$ cat src/inc/rtk_defs.svh
`ifndef RTK_DEFS_SVH
`define RTK_DEFS_SVH

// Register byte offsets on the local port
`define RTK_ADDR_W          4
`define RTK_OFS_MODE        4'h0
`define RTK_OFS_ALARM       4'h4
`define RTK_OFS_VALUE       4'h8
`define RTK_OFS_STATUS      4'hC

// Mode register field positions
`define RTK_MODE_DIV_LSB    0
`define RTK_MODE_DIV_MSB    15
`define RTK_MODE_ALM_IEN    16
`define RTK_MODE_TICK_IEN   17
`define RTK_MODE_RESTART    18
`define RTK_MODE_DISABLE    20
`define RTK_MODE_SEC_SEL    24

// Status register field positions
`define RTK_STAT_ALARM      0
`define RTK_STAT_TICK       1

// Reset values
`define RTK_DIV_RESET       16'h8000
`define RTK_ALARM_RESET     32'h0FFF_FFFF
`define RTK_COUNT_RESET     32'h0000_0000

// Slow clock periods from status read to interrupt release
`define RTK_IRQ_HOLD_SLOW   2

`endif

$ cat src/inc/rtk_pkg.sv
package rtk_pkg;

   // Register port request from software
   typedef struct packed {
      logic [3:0]  addr;
      logic [31:0] wdata;
      logic        wr;
      logic        rd;
   } rtk_bus_req_t;

   // Live configuration as seen by the slow-rate logic
   typedef struct packed {
      logic        second_tick_select;
      logic        timer_disable;
      logic        tick_irq_enable;
      logic        alarm_irq_enable;
      logic [15:0] prescale_divisor;
   } rtk_mode_t;

   // Sticky event flags
   typedef struct packed {
      logic prescale_tick_flag;
      logic alarm_match_flag;
   } rtk_status_t;

   // Interrupt hold-off after a status read
   typedef enum logic [1:0] {
      RTK_IRQ_LIVE,
      RTK_IRQ_HOLD_A,
      RTK_IRQ_HOLD_B
   } rtk_irq_state_t;

endpackage : rtk_pkg

$ cat src/logic/rtk_counter.sv
`timescale 1ns/10ps
`include "rtk_defs.svh"

module rtk_counter
   import rtk_pkg::*;
#(
   parameter int CNT_W = 32
)
(
   // Clock and reset
   input  wire logic             clk,
   input  wire logic             nrst,
   // Control
   input  wire logic             clear,
   input  wire logic             inc,
   // Count
   output logic [CNT_W-1:0]      value,
   output logic [CNT_W-1:0]      next_value
);

   // Natural wrap to zero after all ones
   assign next_value = value + {{(CNT_W-1){1'b0}}, 1'b1};

   always_ff @(posedge clk or negedge nrst)
   begin
      if (!nrst)
         value <= `RTK_COUNT_RESET;
      else if (clear)
         value <= '0;
      else if (inc)
         value <= next_value;
   end

endmodule : rtk_counter

$ cat src/logic/rtk_prescaler.sv
`timescale 1ns/10ps
`include "rtk_defs.svh"

module rtk_prescaler
   import rtk_pkg::*;
#(
   parameter int DIV_W = 16
)
(
   // Clock and reset
   input  wire logic             clk,
   input  wire logic             nrst,
   // Control
   input  wire logic             step,
   input  wire logic             reload,
   input  wire logic [DIV_W-1:0] divisor,
   // Event
   output logic                  rollover
);

   logic [DIV_W:0] remain;

   // Divisor zero means the full 2^DIV_W period
   function automatic logic [DIV_W:0] period_of(input logic [DIV_W-1:0] d);
      if (d == '0)
         period_of = {1'b1, {DIV_W{1'b0}}};
      else
         period_of = {1'b0, d};
   endfunction : period_of

   // Down counter; reload restarts a full period
   always_ff @(posedge clk or negedge nrst)
   begin
      if (!nrst)
         remain <= {1'b0, `RTK_DIV_RESET};
      else if (reload)
         remain <= period_of(divisor);
      else if (step)
      begin
         if (remain <= {{DIV_W{1'b0}}, 1'b1})
            remain <= period_of(divisor);
         else
            remain <= remain - {{DIV_W{1'b0}}, 1'b1};
      end
   end

   // One pulse per period, in the cycle after the slow step that ends it
   always_ff @(posedge clk or negedge nrst)
   begin
      if (!nrst)
         rollover <= 1'b0;
      else
         rollover <= step && !reload && (remain <= {{DIV_W{1'b0}}, 1'b1});
   end

endmodule : rtk_prescaler

$ cat src/logic/rtk_timer.sv
`timescale 1ns/10ps
`include "rtk_defs.svh"

module rtk_timer
   import rtk_pkg::*;
#(
   parameter int DIV_W = 16,
   parameter int CNT_W = 32
)
(
   // Clock and reset
   input  wire logic              clk,
   input  wire logic              nrst,
   // Slow clock and one-second tick, one-cycle enables
   input  wire logic              slow_clock_en,
   input  wire logic              second_tick,
   // Register port
   input  wire logic [3:0]        reg_addr,
   input  wire logic [31:0]       reg_wdata,
   input  wire logic              reg_wr,
   input  wire logic              reg_rd,
   output logic [31:0]            reg_rdata,
   // Event outputs
   output logic                   irq,
   output logic                   alarm
);

   // Software-facing request and configuration
   rtk_bus_req_t   req;
   rtk_mode_t      mode_sw;
   rtk_mode_t      mode_live;
   rtk_status_t    status;
   rtk_irq_state_t irq_state;
   rtk_irq_state_t next_irq_state;
   logic [31:0]    alarm_compare_value;
   // Slow-rate control, count and flags
   logic           restart_pend;
   logic           restart_live;
   logic           run_step;
   logic           rollover;
   logic           count_inc;
   logic [CNT_W-1:0] current_count_value;
   logic [CNT_W-1:0] count_next;
   logic           status_rd;
   logic           irq_raw;

   // Bundle the port into one request
   assign req = '{addr: reg_addr, wdata: reg_wdata, wr: reg_wr, rd: reg_rd};

   // Address match, shared by the write and status-read decodes; the read mux decodes addr itself
   function automatic logic hit(input rtk_bus_req_t r, input logic [3:0] ofs);
      hit = (r.addr == ofs);
   endfunction : hit

   // Status read strobe: clears the flags and starts the hold-off
   assign status_rd = req.rd && hit(req, `RTK_OFS_STATUS);

   // Software copy of the mode register
   always_ff @(posedge clk or negedge nrst)
   begin
      if (!nrst)
      begin
         mode_sw.prescale_divisor   <= `RTK_DIV_RESET;
         mode_sw.alarm_irq_enable   <= 1'b0;
         mode_sw.tick_irq_enable    <= 1'b0;
         mode_sw.timer_disable      <= 1'b0;
         mode_sw.second_tick_select <= 1'b0;
      end
      else if (req.wr && hit(req, `RTK_OFS_MODE))
      begin
         mode_sw.prescale_divisor   <= req.wdata[`RTK_MODE_DIV_MSB:`RTK_MODE_DIV_LSB];
         mode_sw.alarm_irq_enable   <= req.wdata[`RTK_MODE_ALM_IEN];
         mode_sw.tick_irq_enable    <= req.wdata[`RTK_MODE_TICK_IEN];
         mode_sw.timer_disable      <= req.wdata[`RTK_MODE_DISABLE];
         mode_sw.second_tick_select <= req.wdata[`RTK_MODE_SEC_SEL];
      end
   end

   // Restart request held until the next slow step picks it up
   always_ff @(posedge clk or negedge nrst)
   begin
      if (!nrst)
         restart_pend <= 1'b0;
      else if (req.wr && hit(req, `RTK_OFS_MODE) && req.wdata[`RTK_MODE_RESTART])
         restart_pend <= 1'b1;
      else if (slow_clock_en)
         restart_pend <= 1'b0;
   end

   // Alarm compare value
   // Software keeps the alarm enable clear while this changes
   always_ff @(posedge clk or negedge nrst)
   begin
      if (!nrst)
         alarm_compare_value <= `RTK_ALARM_RESET;
      else if (req.wr && hit(req, `RTK_OFS_ALARM))
         alarm_compare_value <= req.wdata;
   end

   // Slow logic sees the mode only at its own steps, so a divisor
   // write never lands half way through a slow period
   always_ff @(posedge clk or negedge nrst)
   begin
      if (!nrst)
      begin
         mode_live    <= '{second_tick_select: 1'b0, timer_disable: 1'b0,
                           tick_irq_enable: 1'b0, alarm_irq_enable: 1'b0,
                           prescale_divisor: `RTK_DIV_RESET};
         restart_live <= 1'b0;
      end
      else if (slow_clock_en)
      begin
         mode_live    <= mode_sw;
         restart_live <= restart_pend;
      end
      else
         restart_live <= 1'b0;
   end

   // Disabled timer stops the prescaler steps; mode updates and a restart still land at slow steps
   assign run_step = slow_clock_en && !mode_live.timer_disable;

   // Prescaler: divisor 0 is 2^16, others count as written
   // Reload lands one cycle after the slow step that takes the new mode
   rtk_prescaler #(
      .DIV_W    (DIV_W)
   ) u_prescaler (
      .clk      (clk),
      .nrst     (nrst),
      .step     (run_step),
      .reload   (restart_live),
      .divisor  (mode_live.prescale_divisor),
      .rollover (rollover)
   );

   // Counter source: roll-overs or the one-second tick
   // A disabled timer ignores the one-second tick as well
   assign count_inc = mode_live.timer_disable ? 1'b0 :
                      mode_live.second_tick_select ? second_tick : rollover;

   rtk_counter #(
      .CNT_W      (CNT_W)
   ) u_counter (
      .clk        (clk),
      .nrst       (nrst),
      .clear      (restart_live),
      .inc        (count_inc),
      .value      (current_count_value),
      .next_value (count_next)
   );

   // Tick flag: set on any roll-over, set beats a read clear
   always_ff @(posedge clk or negedge nrst)
   begin
      if (!nrst)
         status.prescale_tick_flag <= 1'b0;
      else if (rollover)
         status.prescale_tick_flag <= 1'b1;
      else if (status_rd)
         status.prescale_tick_flag <= 1'b0;
   end

   // Alarm flag: set as the counter steps onto the alarm value, so a
   // cleared flag is not raised again while the count rests there
   always_ff @(posedge clk or negedge nrst)
   begin
      if (!nrst)
         status.alarm_match_flag <= 1'b0;
      else if (count_inc && !restart_live
               && (count_next[31:0] == alarm_compare_value))
         status.alarm_match_flag <= 1'b1;
      else if (status_rd)
         status.alarm_match_flag <= 1'b0;
   end

   // Wake-up output ignores the enables
   assign alarm = status.alarm_match_flag;

   // Hold-off after a status read, counted in slow steps
   always_comb
   begin
      next_irq_state = irq_state;
      case (irq_state)
         RTK_IRQ_LIVE:
            if (status_rd)
               next_irq_state = RTK_IRQ_HOLD_A;
         RTK_IRQ_HOLD_A:
            if (slow_clock_en)
               next_irq_state = RTK_IRQ_HOLD_B;
         RTK_IRQ_HOLD_B:
            if (slow_clock_en)
               next_irq_state = RTK_IRQ_LIVE;
         default:
            next_irq_state = RTK_IRQ_LIVE;
      endcase
      // A fresh read restarts the hold-off, even as an old one ends
      if (status_rd)
         next_irq_state = RTK_IRQ_HOLD_A;
   end

   // Hold-off state register
   always_ff @(posedge clk or negedge nrst)
   begin
      if (!nrst)
         irq_state <= RTK_IRQ_LIVE;
      else
         irq_state <= next_irq_state;
   end

   // Interrupt line, enables taken straight from software
   // so a handler's mask acts at once, not a slow step later
   assign irq_raw = (status.alarm_match_flag && mode_sw.alarm_irq_enable)
                 || (status.prescale_tick_flag && mode_sw.tick_irq_enable);

   // Registered so the pin never glitches as flags and enables change
   always_ff @(posedge clk or negedge nrst)
   begin
      if (!nrst)
         irq <= 1'b0;
      else
         irq <= irq_raw && (next_irq_state == RTK_IRQ_LIVE);
   end

   // Read data one cycle after the strobe; write-only bits read zero
   always_ff @(posedge clk or negedge nrst)
   begin
      if (!nrst)
         reg_rdata <= 32'h0000_0000;
      else if (req.rd)
      begin
         reg_rdata <= 32'h0000_0000;
         case (req.addr)
            `RTK_OFS_MODE:
            begin
               reg_rdata[`RTK_MODE_DIV_MSB:`RTK_MODE_DIV_LSB] <= mode_sw.prescale_divisor;
               reg_rdata[`RTK_MODE_ALM_IEN]  <= mode_sw.alarm_irq_enable;
               reg_rdata[`RTK_MODE_TICK_IEN] <= mode_sw.tick_irq_enable;
            end
            `RTK_OFS_ALARM:
               reg_rdata <= alarm_compare_value;
            `RTK_OFS_VALUE:
               reg_rdata <= current_count_value[31:0];
            `RTK_OFS_STATUS:
            begin
               reg_rdata[`RTK_STAT_ALARM] <= status.alarm_match_flag;
               reg_rdata[`RTK_STAT_TICK]  <= status.prescale_tick_flag;
            end
            default:
               reg_rdata <= 32'h0000_0000;
         endcase
      end
   end

endmodule : rtk_timer

$ cat config.mk
export PLATFORM = sky130hd
export DESIGN_NAME = rtk_timer
export DESIGN_NICKNAME = d
export VERILOG_FILES = /design/src/inc/rtk_pkg.sv /design/src/logic/rtk_counter.sv /design/src/logic/rtk_prescaler.sv /design/src/logic/rtk_timer.sv
export VERILOG_INCLUDE_DIRS = /design/src /design/src/inc
export SDC_FILE = /design/constraint.sdc
export NUM_CORES = 1
export LEC_CHECK = 0
export BUFFER_PORTS_ARGS = -buffer_cell sky130_fd_sc_hd__buf_2
export CORE_ASPECT_RATIO = 1.1
export CORE_UTILIZATION = 55
export DETAILED_ROUTE_END_ITERATION = 8
export GPL_TIMING_DRIVEN = 1
export PLACE_DENSITY_LB_ADDON = 0.12
export SLEW_MARGIN = 20
export SYNTH_ARGS = -nofsm -noshare
export SYNTH_HDL_FRONTEND = slang
export SYNTH_SLANG_ARGS = --single-unit
$ cat constraint.sdc
create_clock -name clk -period 2.96 [get_ports clk]
set_input_delay 0.148 -clock clk [delete_from_list [all_inputs] [get_ports clk]]
set_output_delay 0.148 -clock clk [all_outputs]
set_load 0.02 [all_outputs]
Yosys cells after proc, flatten, opt, wreduce, memory -nomap -nowiden --
Index checks and enable logic that the tools add are counted. W data, S select, Z words.
Cells by class: equal/unequal tests 6, bitwise operators 0, divide/modulo/power cells 0, reduce and logical (&&, ||, !) cells 24, $add $sub $neg 2, $mul 0, multiplexer cells 21, order comparisons 1, shift-type cells 0
Operators with widths (count):
- $mux W17 | 4
- $mux W32 | 2
- $pmux W16 S3 | 1
- $add A32 B1 Y32 const B | 1
- $eq A32 B32 Y1 | 1
- $pmux W14 S2 | 1
- $le A17 B1 Y1 const B | 1
- $sub A17 B1 Y17 const B | 1
- $logic_not A16 Y1 | 1
- $logic_and A1 B1 Y1 | 12
- $reduce_bool A2 Y1 | 5
- $eq A4 B4 Y1 const B | 2
- $mux W1 | 8
- $pmux W2 S4 | 1
- $mux W2 | 3
- $pmux W2 S3 | 1
- $eq A4 B3 Y1 const B | 1
- $logic_not A2 Y1 | 2
- $logic_not A4 Y1 | 1
- $eq A2 B1 Y1 const B | 1
- $eq A2 B2 Y1 const B | 1
- $logic_not A1 Y1 | 2
- $logic_or A1 B1 Y1 | 1
Word-level totals: register bits 159, memories kept 0, memory bits (writable) 0, input port bits 42, logic and storage cells 73, memory bits (read-only) 0, latch bits 0, output and inout port bits 34

Longest topological paths before layout --
Gate-level depths: netlist of run 1.
depth after elaboration 5, depth in mapped cells 10

By module --
Synthesis of run 1 repeated with hierarchy kept, for this count alone.
Unflattened totals: cell total of the unflattened synthesis 776, area total of the unflattened synthesis 8383.0 um^2
By module, submodules not included:
- rtk_timer | area each 4969.8 um^2, seq. area each 2765.2 um^2, times used 1, cells an instance 391
- rtk_counter | area each 2235.9 um^2, seq. area each 800.8 um^2, times used 1, cells an instance 262
- rtk_prescaler | area each 1177.4 um^2, seq. area each 451.7 um^2, times used 1, cells an instance 123

Least setup slack after synthesis of run 1 --
Ideal clock, no wire load.
kind flip-flop to flip-flop, start reg u_counter.value[0], end reg status, in the netlist alarm, data required time 2.883 ns, arrival 2.662 ns, path slack 0.222 ns, cell stages (with the launch flop) 10, path buffers 1, setup time 0.077 ns, cells stage by stage dfrtp_1 > ha_1 > nand4_1 > or4_4 > buf_6 > nor4b_1 > xnor2_1 > o21ai_0 > or4_1 > o21ai_1
Between the ends: word-level cells in the longest chain between the ends 4, elaborated cells between the ends (all ways) 5, classes of those cells add/sub: 1; eq/ne: 1; mux: 1; reduce/logical: 2
RTL lines:
- start: declaration | RTL line rtk_counter.sv:17 | output logic [CNT_W-1:0] value,
- start signal: assignment | RTL line rtk_counter.sv:27 | value <= `RTK_COUNT_RESET;
- start signal: assignment | RTL line rtk_counter.sv:31 | value <= next_value;
- $add A32 B1 Y32 (*) | RTL line rtk_counter.sv:22 | assign next_value = value + {{(CNT_W-1){1'b0}}, 1'b1};
- $eq A32 B32 Y1 (*) | RTL line rtk_timer.sv:170 | && (count_next[31:0] == alarm_compare_value))
- $logic_and A1 B1 Y1 (*) | RTL line rtk_timer.sv:170
- $mux W1 or $reduce_bool A2 Y1 (tied branches)
- end: declaration | RTL line rtk_timer.sv:32 | rtk_status_t status;
Every way passes the cells marked *; elsewhere a longest branch is shown, timed or not. A chain may end at the register's enable or synchronous reset.

Final worst setup path of run 1 --
start reg u_counter.value[1], end reg status, in the netlist alarm
Same word-level chain as after synthesis.

==> results of run 1 <==
[report_power, final]
part | leakage (nW) | internal, mW | switching (mW)
clock | 0.241 | 1.11 | 0.890
combinational | 2.01 | 0.762 | 0.790
sequential | 2.00 | 2.65 | 0.445
total | 4.24 | 4.52 | 2.12
[cells in the mapped netlist, drive strengths merged (4+ instances only)]
cell type  number  share of area (%)
nor4           18                1.4
clkbuf         40                1.8
nand2b          5               0.38
a21oi          43                2.6
nand3          14               0.97
nand3b          4               0.36
xor2           24                2.5
a22oi          15                1.4
nand2          39                1.8
nor3           17                1.0
inv            30                1.4
mux2i          21                2.5
dfstp          31                9.9
a221o          13                1.6
nor2b           4               0.30
nand4          13                1.2
mux2           69                9.4
and3            8               0.62
xnor2          50                5.4
or3             7               0.53
or2             5               0.38
nor2           93                4.2
or4            10               0.95
o21ai          22                1.3
and2            4               0.30
o22ai          19                1.4
dfrtp         128                 39
and4            5               0.53
buf            16                1.0
[registers in the layout (all words and copies together) (netlist names)]
| name | flops |
|---|---|
| restart_live | 1 |
| u_counter.value | 32 |
| status | 1 |
| restart_pend | 1 |
| u_prescaler.rollover | 1 |
| irq | 1 |
| u_prescaler.remain | 17 |
| irq_state | 2 |
| reg_rdata | 32 |
| mode_live | 18 |
| mode_sw | 20 |
| alarm_compare_value | 32 |
| alarm | 1 |
[worst max-delay path, stage by stage (launching register included)]
cell and delay, ns:
dfrtp_1 0.43, ha_2 0.25, nand4_1 0.17, or4_4 0.55, xnor2_2 0.17, nand4b_1 0.09
or4_1 0.40, or4_1 0.52, o21ai_1 0.14
[final timing paths]
path                            slack, ns            startpoint                 endpoint  cells past startpoint
worst max-delay path                 0.15    u_counter.value[1]                    alarm                      8
worst min-delay path                 0.10           reg_addr[0]             reg_rdata[0]                      4
worst max register to register       0.15    u_counter.value[1]                    alarm                      8
worst min register to register       0.48  u_prescaler.rollover                status[1]                      1
max in group asynchronous            1.79                  nrst  alarm_compare_value[22]                      3
min in group asynchronous            0.33                  nrst    u_prescaler.remain[4]                      2
[area by class of cell]
class                      instances  area [um^2]  share of cell area [%]
clock buffer                      23          468                    4.80
clock inverter                     9         63.8                   0.655
inverter                          30          113                    1.16
multi-input combinational        559         3920                    40.2
sequential                       159         4020                    41.2
tap                              192          240                    2.47
timing repair buffer             135          927                    9.51
[per-layer routing]
layer  GRT usage [%]  part of all wire, %
met5               0                    0
met4            11.5                  2.0
met3            4.56                  5.0
met2            48.6                   49
met1            37.9                   44
[per-stage QoR]
stage	total power [mW]	hold slack, ns	util (%)	setup slack (ns)
after floorplan	4.09	-0.148	-	0.222
after global placement	4.55	0.235	60.9	0.222
after detailed placement	4.62	0.241	60.9	0.0135
after CTS	6.67	0.0925	66.9	0.161
after global routing	6.98	0.121	66.9	0.0225
final	6.65	0.101	66.9	0.155
[cells by family after synthesis]
family	Yosys count	share of synthesized area [%]
simple gates	253	15.7
buf+inv	86	4.21
compound gates	138	10.8
fa+ha+maj	3	0.455
flops	159	48.7
xor+xnor	74	7.94
mux	91	12.2
[timing repair]
| action | 4_1_cts | 5_1_grt |
|---|---|---|
| setup endpoints to repair | 1 | 1 |
| endpoints found under the hold margin | 118 | 0 |
| gates resized for setup | 1 | 2 |
| hold buffers | 33 | 0 |
[cell usage in the layout (no fill, tap or decap), types with 19 or more instances in the layout]
| cell | instances |
|---|---|
| dfrtp_1 | 128 |
| nor2_1 | 93 |
| buf_2 | 74 |
| mux2_2 | 69 |
| xnor2_1 | 49 |
| a21oi_1 | 43 |
| nand2_1 | 39 |
| dlygate4sd3_1 | 33 |
| dfstp_2 | 31 |
| inv_1 | 30 |
| buf_4 | 26 |
| xor2_1 | 24 |
| o21ai_0 | 21 |
| mux2i_1 | 21 |
| o22ai_1 | 19 |
==> results.md, run 1 <==
- Ant diodes: 0
- Slew Limit Fails: 0
- Antenna-violating nets left: 0
- Clock Skew: 0.00801 ns
- Detailed placer's ending HPWL: 14.8 mm
- Iteration-0 DRC Markers: 417
- FFs w/ async S/R, synth: 100%
- Global-route wire length before repair: 34.4 mm
- Worst EP required: 3.32 ns
- Reg clk slew, reported paths: 0.06 ns
- Htree depth: 4
- Post-route insts no fill: 1107
- Post-Syn Area: 0.00826 mm^2
- Placed inst area: 0.00887 mm^2
- Synth Net Count: 849
- WL/cell: 18.9 um
- Number of enable flip-flop cells after synthesis: 0
- Chip height: 130 um
- CTS buffer count: 17
- Final Instance Area: 0.00975 mm^2
- Detailed Route WL: 21.0 mm
- PwrDens: 682 mW/mm^2
- # Max-Cap Violations: 0
- Critical Path Start Type: flop
- Post-synthesis cell type count: 61
- CTS tree: yes
- Arrival @ worst endpoint: 3.16 ns
- Fraction of the yosys area taken by sequential cells: 48.7%
- Worst-Margin Slew: 0.736 ns
- Final #Nets: 947
- Final Hold Vio Count: 0
- Via count: 6621
- Max Fclk: 356 MHz
- RSZ-0062 raised after global routing: no
- Status: completed
- Die ar.: 0.0155 mm^2
- Layout cells sized above 1: 27.0%
- I/O Pins: 76
- Post-Syn Area per Cell: 10.3 um^2
- Pleak: 4.24 nW
- Worst slew margin: 51.0%
- Gr ovfl total: 0
- Starting Density: 56.7%
- DP Cell Count: 1042
- Clk root buf: clkbuf_16
- Core Area: 0.0146 mm^2
- Synthesized flop and latch total: 159
- Critical path class: flop to flop
- Worst vdd rail ir drop: 0.435 mV
- Pin count of the biggest net entering global routing: 82
- Synth Instances: 804
- Total Routing Usage GR: 28.9%
- # Post-CTS Setup Buffers: 0
- Ys Warns: 0
- # fillers: 1129
- Port bufs: 75
- Critical-path maximum fanout: 9
- Crit. End Element: flop
- Initial antenna violation count: 0
- Vias in the first global route: 6512
- Synth Flop Type: dfrtp_1
- Die width: 119 um
- FP Rows: 46
- GP Congestion: 0.928
- Clock sinks: 159
- First-pass DRT Iterations: 5
- DR vias/cell: 5.98
- Final Cycle Share: 94.8%
- HP Class: input port to flop
- P&R area growth vs syn: 18.1%
- Clk_lat worst skew: 0.43 ns
- Setup violations, final: 0
- Clock tree buffer depth: 2
- Drt drc: 0
- Post-layout min period: 2.81 ns
- Setup TNS: 0 ns
Note: power is estimated with default switching activity, not from simulation.
==> run 2: changes to the inputs <==
--- a/config.mk
+++ b/config.mk
@@ -6,6 +6,7 @@
 export SDC_FILE = /design/constraint.sdc
 export NUM_CORES = 1
 export LEC_CHECK = 0
+export ABC_AREA = 1
 export BUFFER_PORTS_ARGS = -buffer_cell sky130_fd_sc_hd__buf_2
 export CORE_ASPECT_RATIO = 1.1
 export CORE_UTILIZATION = 55
==> results.md, run 2 <==
- Post-synthesis cell type count: 40
- Post-CTS Resized: 0
- Chip height: 133 um
- GP Congestion: 0.994
- Net Sw Frac: 32.0%
- Initial antenna violation count: 0
- Worst stage delay on the critical path: 0.85 ns
- Ys Warns: 0
- Layout cells sized above 1: 16.7%
- Synth Instances: 1115
- Gr ovfl total: 0
- FFs w/ async S/R, synth: 100%
- Slowest CP cell: a21oi_1
- # fillers: 1341
- R2R depth: 4
- FP Rows: 47
- Detailed placer's ending HPWL: 16.7 mm
- Post-Syn Area: 0.00863 mm^2
- Worst EP required: 3.25 ns
- First-pass DRT Iterations: 6
- Clock sinks: 159
- Reg clk slew, reported paths: 0.06 ns
- Commonest non-fill, non-tap cell in the layout: nand2_1
- Regs by FF count: alarm_compare_value x32, reg_rdata x32, u_counter.value x32
- Crit. End Element: flop
- Final #Nets: 1269
- Final Cycle Share: 71.2%
- Detailed Route WL: 23.0 mm
- Critical Path Start Type: flop
- Capture point of the worst reg-to-reg path: u_prescaler.remain[4]
- Post-layout min period: 2.11 ns
- Post-Syn Area per Cell: 7.74 um^2
- Pin count of the biggest net entering global routing: 92
- CP Buf/Inv Count: 0
- Crit-path cells: a21oi_1 -> nor2_1 -> nand2_1 -> o221ai_1
- Synthesized flop and latch total: 159
- Setup violations, final: 0
- Footprint of the multi-input gates: 0.00393 mm^2
- # Max-Cap Violations: 0
- Pre-CTS WS: 0.884 ns
- Htree depth: 4
- Status: completed
- Drt drc: 0
- Clock Skew: 0.00774 ns
- Seq. cell area: 0.00402 mm^2
- Clock Power Share: 34.7%
- # Post-CTS Setup Buffers: 0
- Delay-heaviest family, CP: compound AO/OA/AOI/OAI gates
- Total Routing Usage GR: 30.4%
- Core Area: 0.0152 mm^2
- Sequential power share: 43.8%
- Arrival @ worst endpoint: 2.39 ns
- Post-synth top cells: nand2_1 (325), inv_1 (146), dfrtp_1 (128)
- Critical path class: flop to flop
- Synth Net Count: 1160
- CTS tree: yes
- R2R Path Start: restart_live
- Largest area contributor in the netlist: dfrtp_1
- Worst R2R Setup Slack: 0.85 ns
- WL/cell: 16.0 um
- DR vias/cell: 5.42
- Critical-path maximum fanout: 14
- Most frequent cell after synthesis: nand2_1
- Worst slew margin: 27.1%
- Ranking of synthesized cells by area: dfrtp_1 (37%), nand2_1 (14%), dfstp_2 (9.4%), inv_1 (6.3%), o21ai_0 (5.0%)
- Global-route wire length before repair: 37.7 mm
- I/O Pins: 76
- Via count: 7767
- Ant diodes: 0
- Synth Flop Type: dfrtp_1
- Yosys top cell area share: 37.1%
- Psw: 2.11 mW
- Die width: 121 um
- Hold-fix buffers, CTS: 33
- P&R area growth vs syn: 18.1%
- Clock tree buffer depth: 2
- Setup TNS: 0 ns
- Final worst setup slack: 0.854 ns
- Port bufs: 75
- Cell Int Power: 4.48 mW
- Power Total: 6.59 mW
- Fraction of the yosys area taken by sequential cells: 46.5%
- Worst vdd rail ir drop: 0.412 mV
- Combinational fraction of design power: 21.5%
- HP Class: input port to async pin
- Die ar.: 0.0162 mm^2
- Antenna-violating nets left: 0
- Vias in the first global route: 7507
- Slew Limit Fails: 0
- CTS buffer count: 17
- Final Hold Vio Count: 0
- RSZ-0062 raised after global routing: no
- Worst-Margin Slew: 1.09 ns
- Starting Density: 56.9%
- Number of enable flip-flop cells after synthesis: 0
- Most frequent cells in the layout: nand2_1 (324), inv_1 (146), dfrtp_1 (128)
- Pleak: 5.00 nW
- Clk root buf: clkbuf_16
- Iteration-0 DRC Markers: 557
- Clk_lat worst skew: 0.43 ns
- Max Fclk: 475 MHz
- PwrDens: 647 mW/mm^2
-- run 2: through the flow --
| stage | hold slack, ns | instances | util, % | area, um^2 |
|---|---|---|---|---|
| 6_report | 0.166 | 1433 | 67.2 | 10200 |
| 3_3_place_gp | 0.0604 | 1368 | 61.0 | 9260 |
| 2_1_floorplan | -0.148 | 1115 | - | 8630 |
| 5_1_grt | 0.211 | 1433 | 67.2 | 10200 |
| 4_1_cts | 0.175 | 1433 | 67.2 | 10200 |
| 3_5_place_dp | 0.0611 | 1368 | 61.0 | 9260 |
-- run 2: how the worst max path moves through the flow --
stage,slack [ns],endpoint,cells past startpoint,start
2_1_floorplan,1.21,alarm,14,u_counter.value[0]
3_3_place_gp,0.91,alarm,15,u_counter.value[1]
3_5_place_dp,0.88,u_prescaler.remain[4],4,restart_live
4_1_cts,0.91,alarm,15,u_counter.value[1]
5_1_grt,0.67,alarm,15,u_counter.value[1]
6_report,0.85,u_prescaler.remain[4],4,restart_live
-- run 2: area by class of cell --
cell class              instances  share of cell area [%]
clock inverters                12                    1.55
well taps                     196                    2.41
flip-flops and latches        159                    39.4
multi-input cells             773                    38.6
inverters                     151                    5.56
clock buffers                  20                    4.38
repair buffers                122                    8.14
-- run 2: power groups by stage --
stage	clock [mW]	sequential (mW)	combinational [mW]
2_1_floorplan	0	2.85	0.970
3_3_place_gp	0	2.91	1.35
3_5_place_dp	0	2.91	1.38
4_1_cts	2.30	2.88	1.42
5_1_grt	2.38	2.93	1.61
6_report	2.29	2.89	1.42
-- run 2: cell families (layout without fill, tap and decap cells) --
kind of cell	count (synthesis)	count (layout)	synth area share [%]
adder cells (fa/ha/maj)	3	3	0.435
AO/OA/AOI/OAI	174	174	11.9
multiplexers	19	19	2.48
XOR/XNOR	20	20	2.19
AND/OR/NAND/NOR	557	557	28.5
buffers and inverters	183	305	7.96
flip-flops	159	159	46.5
-- run 2: routing by layer --
metal	share of wire, %	wire (um)	global-route usage (%)	up-vias
li1	-	-	-	3850
met1	45	10200	40.4	3626
met2	48	11100	50.1	240
met3	4.4	1010	4.37	51
met4	2.8	638	11.3	0
met5	0	0	0	-
==> run 3: changes to the inputs <==
==> constraint.sdc (replaced) <==
create_clock -name clk -period 2.2 [get_ports clk]
set_input_delay 0.11 -clock clk [delete_from_list [all_inputs] [get_ports clk]]
set_output_delay 0.11 -clock clk [all_outputs]
set_load 0.02 [all_outputs]
==> results.md, run 3 (synthesis gave the netlist of run 2 again) <==
- Status: completed
- Critical Path Start Type: flop
- Regs by FF count: alarm_compare_value x32, reg_rdata x32, u_counter.value x32
- Delay-heaviest family, CP: simple AND/OR/NAND/NOR gates
- Critical path class: flop to flop
- Core Area: 0.0152 mm^2
- Ant diodes: 0
- Max Fclk: 489 MHz
- First-pass DRT Iterations: 6
- CTS tree: yes
- Reg clk slew, reported paths: 0.07 ns
- Starting Density: 56.9%
- DR vias/cell: 5.46
- Die width: 121 um
- PwrDens: 857 mW/mm^2
- Sequential power share: 44.1%
- Final #Nets: 1278
- Global-route wire length before repair: 37.3 mm
- Worst EP required: 2.57 ns
- Clock Skew: 0.0122 ns
- Slowest CP cell: dfrtp_1
- Vias in the first global route: 7527
- Grt met1 use: 40.4%
- Post-route insts no fill: 1442
- Clk root buf: clkbuf_16
- Psw: 2.85 mW
- Final Hold Vio Count: 0
- CP Buf/Inv Count: 1
- # Max-Cap Violations: 0
- Commonest non-fill, non-tap cell in the layout: nand2_1
- Pleak: 5.04 nW
- GR Util met2: 49.5%
- Worst stage delay on the critical path: 0.42 ns
- HP Class: input port to flop
- DP Cell Count: 1372
- Initial antenna violation count: 0
- Detailed Route WL: 22.9 mm
- CTS buffer count: 17
- Post-layout min period: 2.04 ns
- Clock sinks: 159
- Drt drc: 0
- WL/cell: 15.9 um
- Final Cycle Share: 92.9%
- Clock Power Share: 33.2%
- Most frequent cells in the layout: nand2_1 (323), inv_1 (146), dfrtp_1 (127)
- Pin count of the biggest net entering global routing: 90
- Gr ovfl total: 0
- Total Routing Usage GR: 29.9%
- Iteration-0 DRC Markers: 605
- Setup violations, final: 0
- Power Total: 8.81 mW
- Die ar.: 0.0162 mm^2
- FP Rows: 47
- Via count: 7880
- Clk_lat worst skew: 0.43 ns
- GP Congestion: 0.979
- Footprint of the multi-input gates: 0.00395 mm^2
- Crit-path cells: buf_4 -> nand2_2 -> nor2_4 -> nand2_4 -> nor2_8 -> nand2_1 -> nand3_1 -> nand3_1 -> nor2_1 -> nand2_1 -> nor2_2 -> nand3_1 -> nand2_1
- Worst-Margin Slew: 0.635 ns
- Critical-path maximum fanout: 9
- Slew Limit Fails: 0
- Net Sw Frac: 32.4%
- Cell Int Power: 5.96 mW
- Layout cells sized above 1: 17.7%
- I/O Pins: 76
- Worst vdd rail ir drop: 0.665 mV
- Combinational fraction of design power: 22.6%
- Chip height: 133 um
- Clock tree buffer depth: 2
- Arrival @ worst endpoint: 2.41 ns
- Global Route met3 Usage: 4.84%
- Antenna-violating nets left: 0
- Worst slew margin: 57.6%
- GRT busiest layer: met2
- Port bufs: 75
- Final hold slack: 0.170 ns
- Seq. cell area: 0.00402 mm^2
- Placed inst area: 0.00931 mm^2
- Crit. End Element: flop
- Final Instance Area: 0.0103 mm^2
- Htree depth: 4
- P&R area growth vs syn: 19.2%
- Detailed placer's ending HPWL: 16.4 mm
- # fillers: 1278
run 3: cell types whose count changed in the layout (fill, tap and decap cells not counted), sizes merged:
cell / delta
bufinv: -1
inv: -1
buf: +8
clkinv: +3
clkbuf: -1
dlygate4sd3: +1
run 3: final cells by class:
| type | instances | area share [%] |
|---|---|---|
| clock buffer | 19 | 4.31 |
| clock inverter | 13 | 1.34 |
| multi-input combinational | 773 | 38.4 |
| tap | 196 | 2.38 |
| timing repair buffer | 131 | 8.99 |
| inverter | 151 | 5.51 |
| sequential | 159 | 39.1 |
run 3: metrics by stage:
stage          TNS [ns]  utilization (%)  setup slack, ns
6_report              0             67.8            0.156
3_5_place_dp          0             61.4            0.172
4_1_cts               0             67.5            0.122
3_3_place_gp          0             61.4            0.219
2_1_floorplan         0                -            0.454
5_1_grt         -0.0188             67.8          -0.0188
run 3: final timing paths:
check / from / to / slack [ns] / cells past startpoint
setup / recovery: u_counter.value[1] / alarm / 0.16 / 13
hold / removal: reg_rd / reg_rdata[3] / 0.17 / 2
setup reg to reg: u_counter.value[1] / alarm / 0.16 / 13
hold reg to reg: u_prescaler.rollover / status[1] / 0.46 / 2
max in group asynchronous: nrst / u_counter.value[0] / 1.51 / 3
min in group asynchronous: nrst / mode_sw[19] / 0.26 / 3
run 3: what timing repair did:
item	CTS	global route
setup buffers	0	4
hold buffers	34	0
hold endpoints to repair	186	0
gates resized for setup	0	6
setup endpoints to repair	0	13
run 3: power by group through the flow:
stage               sequential, mW  combinational (mW)  clock, mW
global placement              3.91                1.83          0
floorplan                     3.84                1.31          0
detailed placement            3.92                1.85          0
finish                        3.89                1.99       2.93
CTS                           3.88                1.92       2.95
global route                  3.95                2.28       3.07
run 3: metal layers:
| metal | vias to the layer above | share of wire (%) |
|---|---|---|
| met5 | - | 0 |
| met1 | 3748 | 45 |
| met4 | 0 | 1.7 |
| met2 | 238 | 48 |
| li1 | 3864 | - |
| met3 | 30 | 4.8 |
